`src/strap_cfg_pkg.sv`:
```
// Overview of operation
// - The strap-selected functions are taken from the strap pins at reset, before firmware runs.
// - Each strap reads as zero and selects the default function unless the board pulls it high.
// - The two width straps give the boot ROM width: 00 is x8, 01 reserved, 10 x16, 11 x32.
// - The wide-ROM buffer enable is active only for x32 and then asserts on every ROM select access.
// - Buffer-select strap 1 puts transceiver controls on three pins, 0 puts the three GP selects.
// - Once strapped, the transceiver controls are driven from boot on for every peripheral bus access.
// - Transceiver control enabling depends only on the buffer-select strap, not on firmware bus mode.
// - The strapped boot ROM width is only an initial value that firmware may change.
// - Steering strap 0 sends the boot ROM decode to the ROM pin, 1 sends it to socket A selects.
// - The width straps set the decode width whichever way the decode is steered.
// - Firmware may enable or disable the socket remapping at any time once the straps have been captured.
// - While redirected, all normal socket controller features still drive socket A.
// - Scan-enable strap 1 gives the four test pins their scan roles, 0 gives them to the socket.
package strap_cfg_pkg;

	typedef enum logic [1:0] {
		ROM_W8,
		ROM_W16,
		ROM_W32
	} rom_width_t;

	localparam logic [1:0] WIDTH_CODE_X8 = 2'h0;
	localparam logic [1:0] WIDTH_CODE_RSVD = 2'h1;
	localparam logic [1:0] WIDTH_CODE_X16 = 2'h2;
	localparam logic [1:0] WIDTH_CODE_X32 = 2'h3;

	// Captured strap levels.
	typedef struct packed {
		logic width_hi;
		logic width_lo;
		logic steer;
		logic buf_sel;
		logic scan_en;
	} straps_t;

	localparam straps_t STRAPS_RESET = '0;

	// Enabled edges after reset release before the synchronised straps are valid.
	localparam logic [1:0] CAPTURE_DELAY = 2'h2;

	// Firmware-side configuration.
	typedef struct packed {
		logic width_wr;
		rom_width_t width_val;
		logic remap_wr;
		logic remap_val;
	} fw_cfg_t;

	// Scan pin roles.
	typedef struct packed {
		logic tck;
		logic tms;
		logic tdi;
		logic tdo;
	} scan_pins_t;

endpackage

```
`src/reset_strap_pin_config.sv`:
```
`timescale 1ns/100ps
`default_nettype none
module reset_strap_pin_config
	import strap_cfg_pkg::*;
(
	// Clock, reset, enable.
	input wire logic mclk_i,
	input wire logic srst_i,
	input wire logic ce_i,
	// Strap pins, asynchronous.
	input wire logic rom_width_strap_lo_i,
	input wire logic rom_width_strap_hi_i,
	input wire logic boot_decode_steer_strap_i,
	input wire logic bus_buffer_select_strap_i,
	input wire logic scan_port_enable_strap_i,
	// Firmware configuration.
	input wire fw_cfg_t fw_cfg_i,
	// Internal bus activity.
	input wire logic boot_rom_decode_i,
	input wire logic rom_selects_any_i,
	input wire logic periph_access_i,
	input wire logic periph_read_low_i,
	input wire logic periph_read_high_i,
	input wire logic [2:0] gp_chip_select_i,
	input wire logic [3:0] socket_cs_i,
	input wire scan_pins_t socket_pin_i,
	input wire scan_pins_t scan_core_i,
	// Pin outputs.
	output logic boot_rom_select_o,
	output logic [1:0] socket_a_cs_o,
	output logic wide_rom_buffer_oe_o,
	output logic [2:0] shared_pin_o,
	output scan_pins_t test_pin_o,
	output logic scan_mode_o,
	output rom_width_t rom_width_o,
	output logic remap_active_o,
	output logic xcvr_mode_o
);

	// ==============================================================
	// State.
	typedef struct packed {
		straps_t meta;
		straps_t sync;
		straps_t held;
		logic captured;
		logic [1:0] settle;
		rom_width_t width;
		logic remap;
		logic boot_cs;
		logic [1:0] sock_cs;
		logic wide_oe;
		logic [2:0] shared;
		scan_pins_t test;
	} state_t;

	state_t s_q;
	state_t s_d;

	function automatic rom_width_t decode_width(input logic [1:0] code);
		case (code)
			WIDTH_CODE_X8: decode_width = ROM_W8;
			WIDTH_CODE_RSVD: decode_width = ROM_W8;
			WIDTH_CODE_X16: decode_width = ROM_W16;
			WIDTH_CODE_X32: decode_width = ROM_W32;
			default: decode_width = ROM_W8;
		endcase
	endfunction

	straps_t pins;
	logic [1:0] wcode;
	logic xcvr;

	// ==============================================================
	// Next state.
	always_comb begin
		pins = '{width_hi: rom_width_strap_hi_i, width_lo: rom_width_strap_lo_i,
			steer: boot_decode_steer_strap_i, buf_sel: bus_buffer_select_strap_i,
			scan_en: scan_port_enable_strap_i};
		s_d = s_q;
		s_d.meta = pins;
		s_d.sync = s_q.meta;
		wcode = {s_q.sync.width_hi, s_q.sync.width_lo};
		// Capture once the synchroniser has filled, then freeze until next reset.
		if (!s_q.captured) begin
			if (s_q.settle == CAPTURE_DELAY) begin
				s_d.held = s_q.sync;
				s_d.captured = 1'b1;
				s_d.width = decode_width(wcode);
				s_d.remap = s_q.sync.steer;
			end else begin
				s_d.settle = s_q.settle + 2'h1;
			end
		end else begin
			if (fw_cfg_i.width_wr) begin
				s_d.width = fw_cfg_i.width_val;
			end
			if (fw_cfg_i.remap_wr) begin
				s_d.remap = fw_cfg_i.remap_val;
			end
		end
		xcvr = s_q.held.buf_sel;
		// Boot decode goes to pin or socket; socket keeps its own selects.
		s_d.boot_cs = s_q.captured && boot_rom_decode_i && !s_q.remap;
		s_d.sock_cs = socket_cs_i[1:0] | {2{s_q.captured && boot_rom_decode_i && s_q.remap}};
		s_d.wide_oe = s_q.captured && s_q.width == ROM_W32 && rom_selects_any_i;
		if (xcvr) begin
			s_d.shared = {periph_read_high_i, periph_read_low_i, periph_access_i};
		end else begin
			s_d.shared = gp_chip_select_i;
		end
		if (s_q.held.scan_en) begin
			s_d.test = scan_core_i;
		end else begin
			s_d.test = socket_pin_i;
		end
	end

	// ==============================================================
	// Registers.
	always_ff @(posedge mclk_i) begin
		if (srst_i) begin
			s_q <= '{meta: STRAPS_RESET, sync: STRAPS_RESET, held: STRAPS_RESET,
				captured: 1'b0, settle: 2'h0, width: ROM_W8, remap: 1'b0, boot_cs: 1'b0,
				sock_cs: 2'h0, wide_oe: 1'b0, shared: 3'h0, test: '0};
		end else if (ce_i) begin
			s_q <= s_d;
		end
	end

	assign boot_rom_select_o = s_q.boot_cs;
	assign socket_a_cs_o = s_q.sock_cs;
	assign wide_rom_buffer_oe_o = s_q.wide_oe;
	assign shared_pin_o = s_q.shared;
	assign test_pin_o = s_q.test;
	assign scan_mode_o = s_q.held.scan_en;
	assign rom_width_o = s_q.width;
	assign remap_active_o = s_q.remap;
	assign xcvr_mode_o = s_q.held.buf_sel;

endmodule
`default_nettype wire

```
`config.mk`:
```
export PLATFORM = sky130hd
export DESIGN_NAME = reset_strap_pin_config
export DESIGN_NICKNAME = d
export VERILOG_FILES = /design/src/strap_cfg_pkg.sv /design/src/reset_strap_pin_config.sv
export SDC_FILE = /design/constraint.sdc
export NUM_CORES = 1
export LEC_CHECK = 0
export ABC_AREA = 1
export CAP_MARGIN = 30
export CORE_AREA = 4 4 57 59
export DETAILED_ROUTE_END_ITERATION = 7
export DIE_AREA = 0 0 61 63
export DONT_BUFFER_PORTS = 1
export GPL_TIMING_DRIVEN = 0
export PLACE_DENSITY_LB_ADDON = 0.12
export SETUP_SLACK_MARGIN = 0.15
export SLEW_MARGIN = 25
export SYNTH_ARGS = -nofsm -noshare
export SYNTH_HDL_FRONTEND = slang
export SYNTH_SLANG_ARGS = --single-unit
```
`constraint.sdc`:
```
create_clock -name mclk_i -period 1.35 [get_ports mclk_i]
set_input_delay 0.0675 -clock mclk_i [delete_from_list [all_inputs] [get_ports mclk_i]]
set_output_delay 0.0675 -clock mclk_i [all_outputs]
set_load 0.05 [all_outputs]
```
==> impl_metrics.tcl, run 1 <==
set metrics [dict create \
    endpoint_kind "flop" \
    top_layer "met3" \
    die-area_um2 3840 \
    grt_remaining_overflow 0 \
    fin_crit_ns 1.11 \
    cts_root_buf "clkbuf_4" \
    wl_met3_um 231 \
    period_share_pct 82.0 \
    cp_slowest_stage_delay_ns 0.34 \
    critical_path_class "reg2reg" \
    htree_levels 2 \
    die_x_um 61 \
    dr_wl_met2_mm 1.53 \
    die_h_um 63 \
    outcome "complete, no violations" \
    firstDrtPassIters 4 \
    skew_ns 0.00795 \
    drc 0 \
    nNetsFinal 249 \
    seqPwrFrac_pct 51.6 \
    crit_start "s_q[14]" \
    pwr-share-comb_pct 23.2 \
    worstMarginPinSlew_ns 0.507 \
    hold_viol 0 \
    drt-met1-wl_mm 1.35 \
    min_from "fw_cfg_i[0]" \
    fmax_mhz 903 \
    worstPathCellList "inv_1 -> ha_4 -> inv_2 -> nand3_1 -> inv_2 -> nand2_1 -> nand2_1 -> nor2_1" \
    crit_required_ns 1.58 \
    swShare_pct 32.8 \
    wl_per_cell_um 12.6 \
    port_buffers 0 \
    finalPower_uw 1940 \
    yosysSeqAreaShare_pct 43.2 \
    grtUsageTotal_pct 17.0 \
    holdWs_ns 0.0460 \
    r2r_setup_slack_ns 0.24 \
    drt_iter0_markers 68 \
    power_switching_uw 636 \
    row_count 19 \
    cts_buffers 5 \
    vdd_ir_drop_max_mv 1.08 \
    cap_violations 0 \
    antenna_found_initial 0 \
    place_congestion 0.772 \
    synthToLayoutAreaGrowth_pct 27.5 \
    initial_core_util_pct 49.6 \
    core_area_um2 2710 \
    p_int_uw 1300 \
    pwr-share-clk_pct 25.2 \
    cp_slowest_cell "dfxtp_1" \
    cp.arrival_ns 1.33 \
    clockBufferDepth 2 \
    antenna_cells 0 \
    placed_cell_area_um2 1380 \
    boundaryPins 49 \
    clock_latency_ns 0.33 \
    synth_cells 182 \
    drtAntennaViolNets 0 \
    start_kind "flop" \
    grt_pass1_wl_mm 4.82 \
    drive_gt1_share_pct 18.1 \
    power_density_nw_per_um2 1130 \
    clk_pin_slew_ns 0.09 \
    relSlewSlack_pct 66.1 \
    netlist-cell-type-count 17 \
    postCtsSetupBuffers 0 \
    vias 1222 \
    grt_max_degree 11 \
    yosysWarnings 0 \
    ys_ff_latch 29 \
    ff2ff_path_depth 8 \
    rsz0062_at_grt "false" \
    clock-sinks 29 \
    dp_hpwl_mm 1.96 \
    timing.rr.start "s_q[14]" \
    avgSynthCellArea_um2 7.38 \
    fin_area_um2 1710 \
    drt_wl_total_mm 3.12 \
    tns_ns 0 \
    grt_pass1_vias 1103 \
    hold_class "in2reg" \
    cts_tree "done" \
    drv_slew 0 \
    cellLeakagePower_uw 0.000811 \
    syn_nets 216 \
    postLayoutCoreUtil_pct 63.2 \
    synth_area_um2 1340 \
    whs_path_depth 4 \
    critPathMaxFanout 3 \
    setup_violations 0 \
    routed_via_density 4.95 \
]
==> cell usage after synthesis <==
master,instances,share of area [%]
buf_2,3,1.1
inv_2,4,1.1
o211ai_1,9,5.0
buf_4,14,7.8
buf_6,2,1.7
inv_1,19,5.3
ha_1,1,0.93
nand3_2,3,2.2
dfxtp_1,29,43
nand4_1,1,0.47
o21ai_0,16,6.0
nand3_1,12,4.5
inv_4,1,0.47
nand2_4,1,0.84
nor2_1,28,7.8
nand2_1,32,8.9
a21oi_1,7,2.6
==> worst max-delay path: cells and delay by family (launching register included) <==
kind	cells	cell delay (ns)
buffers and inverters	3	0.24
adders and majority gates	1	0.18
and+or+nand+nor	4	0.26
DFF	1	0.34
==> layout make-up <==
type / count / area (um2)
fill: 249 / 997
sequential: 29 / 587
multi-input combinational: 110 / 541
timing repair buffer: 26 / 260
buffer: 19 / 143
inverter: 24 / 92.6
clock buffer: 6 / 41.3
tap: 31 / 38.8
clock inverter: 2 / 10.0
==> placed cells by master, fill, tap and decap left out <==
cell type and instances:
clkinv_2 2, o21ai_1 1, inv_2 4, nand3_2 3
dlygate4sd3_1 26, nand2_4 1, ha_4 1, buf_6 2
o21ai_0 15, nand3_1 12, clkbuf_1 1, dfxtp_1 26
buf_4 14, buf_2 3, nand2_1 32, inv_4 1
dfxtp_2 2, inv_1 19, dfxtp_4 1, nor2_1 28
clkbuf_4 5, o211ai_1 9, a21oi_1 7, nand4_1 1
==> per-stage QoR <==
step / cells / setup WS, ns
after floorplan: 182 / 0.167
after global placement: 213 / 0.0768
after detailed placement: 213 / 0.0654
after CTS: 247 / 0.200
after global routing: 247 / 0.158
final: 247 / 0.243
==> state kept, by name (all words and copies together) (netlist names) <==
name	count
s_q	8
s_d	5
test_pin_o	4
shared_pin_o	3
rom_width_o	2
socket_a_cs_o	2
boot_rom_select_o	1
remap_active_o	1
scan_mode_o	1
wide_rom_buffer_oe_o	1
xcvr_mode_o	1
==> power groups by stage <==
stage	clock network [uW]	registers (uW)	logic [uW]
after CTS	511	1000	437
after detailed placement	0	1020	375
after global routing	542	1010	497
final	489	1000	450
after floorplan	0	1010	332
after global placement	0	1020	367
==> timing repair <==
item,CTS,global route
endpoints found under the hold margin,25,0
resized for setup,2,4
hold buffers,26,0
endpoints found under the setup margin,4,8
==> routing by layer <==
metal	track usage, %	up-vias
met5	0	-
met4	6.50	0
met3	4.96	0
met2	29.5	50
met1	18.8	536
li1	-	636
==> final timing paths <==
check / end
setup / recovery: s_q[15]
hold / removal: remap_active_o
setup reg to reg: s_q[15]
hold reg to reg: s_q[24]
==> logic make-up after synthesis <==
logic type | synth area share (%)
adder cells (fa/ha/maj) | 0.931
flip-flops | 43.2
buffers and inverters | 17.5
AO/OA/AOI/OAI | 13.6
AND/OR/NAND/NOR | 24.8
(Power assumes the default switching activity.)
==> inputs of run 2 (changes only) <==
- ABC_AREA: 1 -> 0
- CORE_AREA: 4 4 57 59 -> 4 4 56 58
- DIE_AREA: 0 0 61 63 -> 0 0 60 62
- clock period: 1.35 -> 0.91 ns (I/O delays scaled with it)
==> run 2 against run 1 <==
  * The run now ends with hold timing, setup timing left
  * Power increased by 53%
  * Non-clock buffer count increased by 8
  * Sequential power increased by 46%
  * Register-to-register slack got worse by 0.52 ns
  * Sequential share of layout area decreased by 1.9 points
  * Largest power group unchanged
==> impl_metrics.tcl, run 2 <==
set metrics [dict create \
    outcome "finished, violations left" \
    violations "hold timing, setup timing" \
    top_register "s_q" \
    period_share_pct 130 \
    htree_levels 2 \
    crit_required_ns 1.09 \
    placed_cell_area_um2 1380 \
    nNetsFinal 206 \
    drt_wl_total_mm 3.24 \
    most-common-layout-cells "27 x nor2_1, 24 x dlygate4sd3_1, 17 x mux2i_1" \
    die_x_um 60 \
    synthToLayoutAreaGrowth_pct 45.5 \
    core_area_um2 2660 \
    vdd_ir_drop_max_mv 1.35 \
    firstDrtPassIters 4 \
    grt_pass1_vias 1025 \
    worstMarginPinSlew_ns 0.546 \
    port_buffers 0 \
    wl_per_cell_um 15.9 \
    largest_register_ffs 8 \
    synth_flop_cell "dfxtp_1" \
    cts_buffers 5 \
    drc 0 \
    drtAntennaViolNets 0 \
    yosysWarnings 0 \
    avgSynthCellArea_um2 9.83 \
    syn_nets 166 \
    drt_iter0_markers 35 \
    synth_area_um2 1300 \
    critical_path_class "reg2reg" \
    finalPower_uw 2960 \
    initial_core_util_pct 48.7 \
    synth_edf_count 0 \
    hold_viol 1 \
    whs_path_depth 2 \
    whs_endpoint "remap_active_o" \
    routed_via_density 5.21 \
    cp.arrival_ns 1.37 \
    die-area_um2 3720 \
    row_count 19 \
    synth_most_common_cell "dfxtp_1" \
    rsz0062_at_grt "true" \
    cts_tree "done" \
    netlist_top_cells_area "dfxtp_1 45%, mux2i_1 15%, nor2_1 8.1%" \
    synth_top_area_share_pct 44.7 \
    cts_root_buf "clkbuf_4" \
    r2r_end "rom_width_o[0]" \
    cap_violations 0 \
    synth_cells 132 \
    final_common_cell "nor2_1" \
    fmax_mhz 843 \
    grt_remaining_overflow 0 \
    dp_hpwl_mm 1.97 \
    antenna_cells 0 \
    clock_latency_ns 0.32 \
    drv_slew 0 \
    relSlewSlack_pct 63.6 \
    clk_pin_slew_ns 0.09 \
    boundaryPins 49 \
    grt_pass1_wl_mm 5.04 \
    ys_ff_latch 29 \
    ys_async_sr_fraction_pct 0 \
    fin_crit_ns 1.19 \
    fin_area_um2 1890 \
    cellLeakagePower_uw 0.000771 \
    vias 1063 \
    holdWs_ns -0.0295 \
    netlist_top_cells_count "29 x dfxtp_1, 28 x nor2_1, 20 x mux2i_1" \
    skew_ns 0.00762 \
    holdBufCountCts 24 \
    netlist-cell-type-count 24 \
    clockBufferDepth 2 \
    setup_violations 19 \
    grtUsageTotal_pct 19.4 \
    timing.rr.start "s_q[14]" \
    antenna_found_initial 0 \
    yosysTopAreaCell "dfxtp_1" \
    yosysSeqAreaShare_pct 44.7 \
    start_kind "flop" \
    power_density_nw_per_um2 1570 \
    hold_class "in2reg" \
    endpoint_kind "flop" \
    drive_gt1_share_pct 40.5 \
    postLayoutCoreUtil_pct 70.9 \
    die_h_um 62 \
    setup_slack_ns -0.277 \
    grt_max_degree 11 \
    ff2ff_path_depth 5 \
    clock-sinks 29 \
    r2r_setup_slack_ns -0.28 \
    min_from "fw_cfg_i[0]" \
    place_congestion 0.746 \
    critPathMaxFanout 5 \
]
run 2: cell count changes in the layout (fill, tap and decap cells not counted), sizes merged, moves of 8 or more:
cell    change
a211oi      +8
buf         +8
inv        -22
mux2i      +20
nand2      -31
nand3      -14
o211ai      -9
o21ai      -16
run 2: repair_timing:
item                                    in CTS  in global routing
pin swaps                                    3                  8
setup buffers                                6                  3
gates resized for setup                     35                 13
endpoints found under the setup margin      35                 35
endpoints found under the hold margin       19                  2
run 2: how the worst max path moves through the flow:
stage	start	end	slack [ns]	depth (start not counted)
2_1_floorplan	s_q[14]	rom_width_o[0]	-0.21	5
6_report	s_q[14]	rom_width_o[0]	-0.28	5
5_1_grt	s_q[14]	rom_width_o[1]	-0.34	5
3_3_place_gp	s_q[14]	rom_width_o[0]	-0.24	5
4_1_cts	s_q[14]	rom_width_o[1]	-0.29	4
3_5_place_dp	s_q[14]	rom_width_o[1]	-0.26	5
run 2: area by class of cell:
class / count / area (um2)
fill: 202 / 774
multi-input combinational: 81 / 636
sequential: 29 / 612
timing repair buffer: 33 / 312
buffer: 20 / 231
clock buffer: 6 / 41.3
tap: 31 / 38.8
clock inverter: 2 / 10.0
inverter: 2 / 7.51
run 2: critical path, stage by stage (launching register included):
cell and delay, ns:
dfxtp_2 0.34, inv_2 0.04, ha_4 0.17, mux2_4 0.31
a21oi_2 0.14, a311oi_2 0.06
run 2: power breakdown:
| group | internal [uW] | switching [uW] | leakage (uW) |
|---|---|---|---|
| combinational | 409 | 381 | 0.000493 |
| clock | 294 | 421 | 0.0000320 |
| sequential | 1360 | 97.4 | 0.000246 |
| total | 2060 | 900 | 0.000771 |
run 2: cells by family (layout without fill, tap and decap cells):
group,Yosys count,in the layout,synth area share [%]
and+or+nand+nor,36,36,13.3
DFF,29,29,44.7
muxes,22,22,17.5
buffers and inverters,22,63,11.6
AOI/OAI and AO/OA,21,21,11.3
adders and majority gates,1,1,0.964
xor gates and xnor gates,1,1,0.675
run 2: per-layer routing:
layer  GRT usage [%]  share of wire (%)
met1            20.8                 37
met2            34.9                 53
met3            7.64                7.8
met4            6.65                2.2
met5               0                  0
run 2: metrics by stage:
step	setup WS, ns	instances	hold WS, ns	TNS (ns)
2_1_floorplan	-0.210	132	0.169	-1.12
3_3_place_gp	-0.238	163	0.173	-1.63
3_5_place_dp	-0.265	163	0.173	-1.89
4_1_cts	-0.286	201	-0.0510	-2.32
5_1_grt	-0.337	204	-0.0655	-3.58
6_report	-0.277	204	-0.0295	-2.49
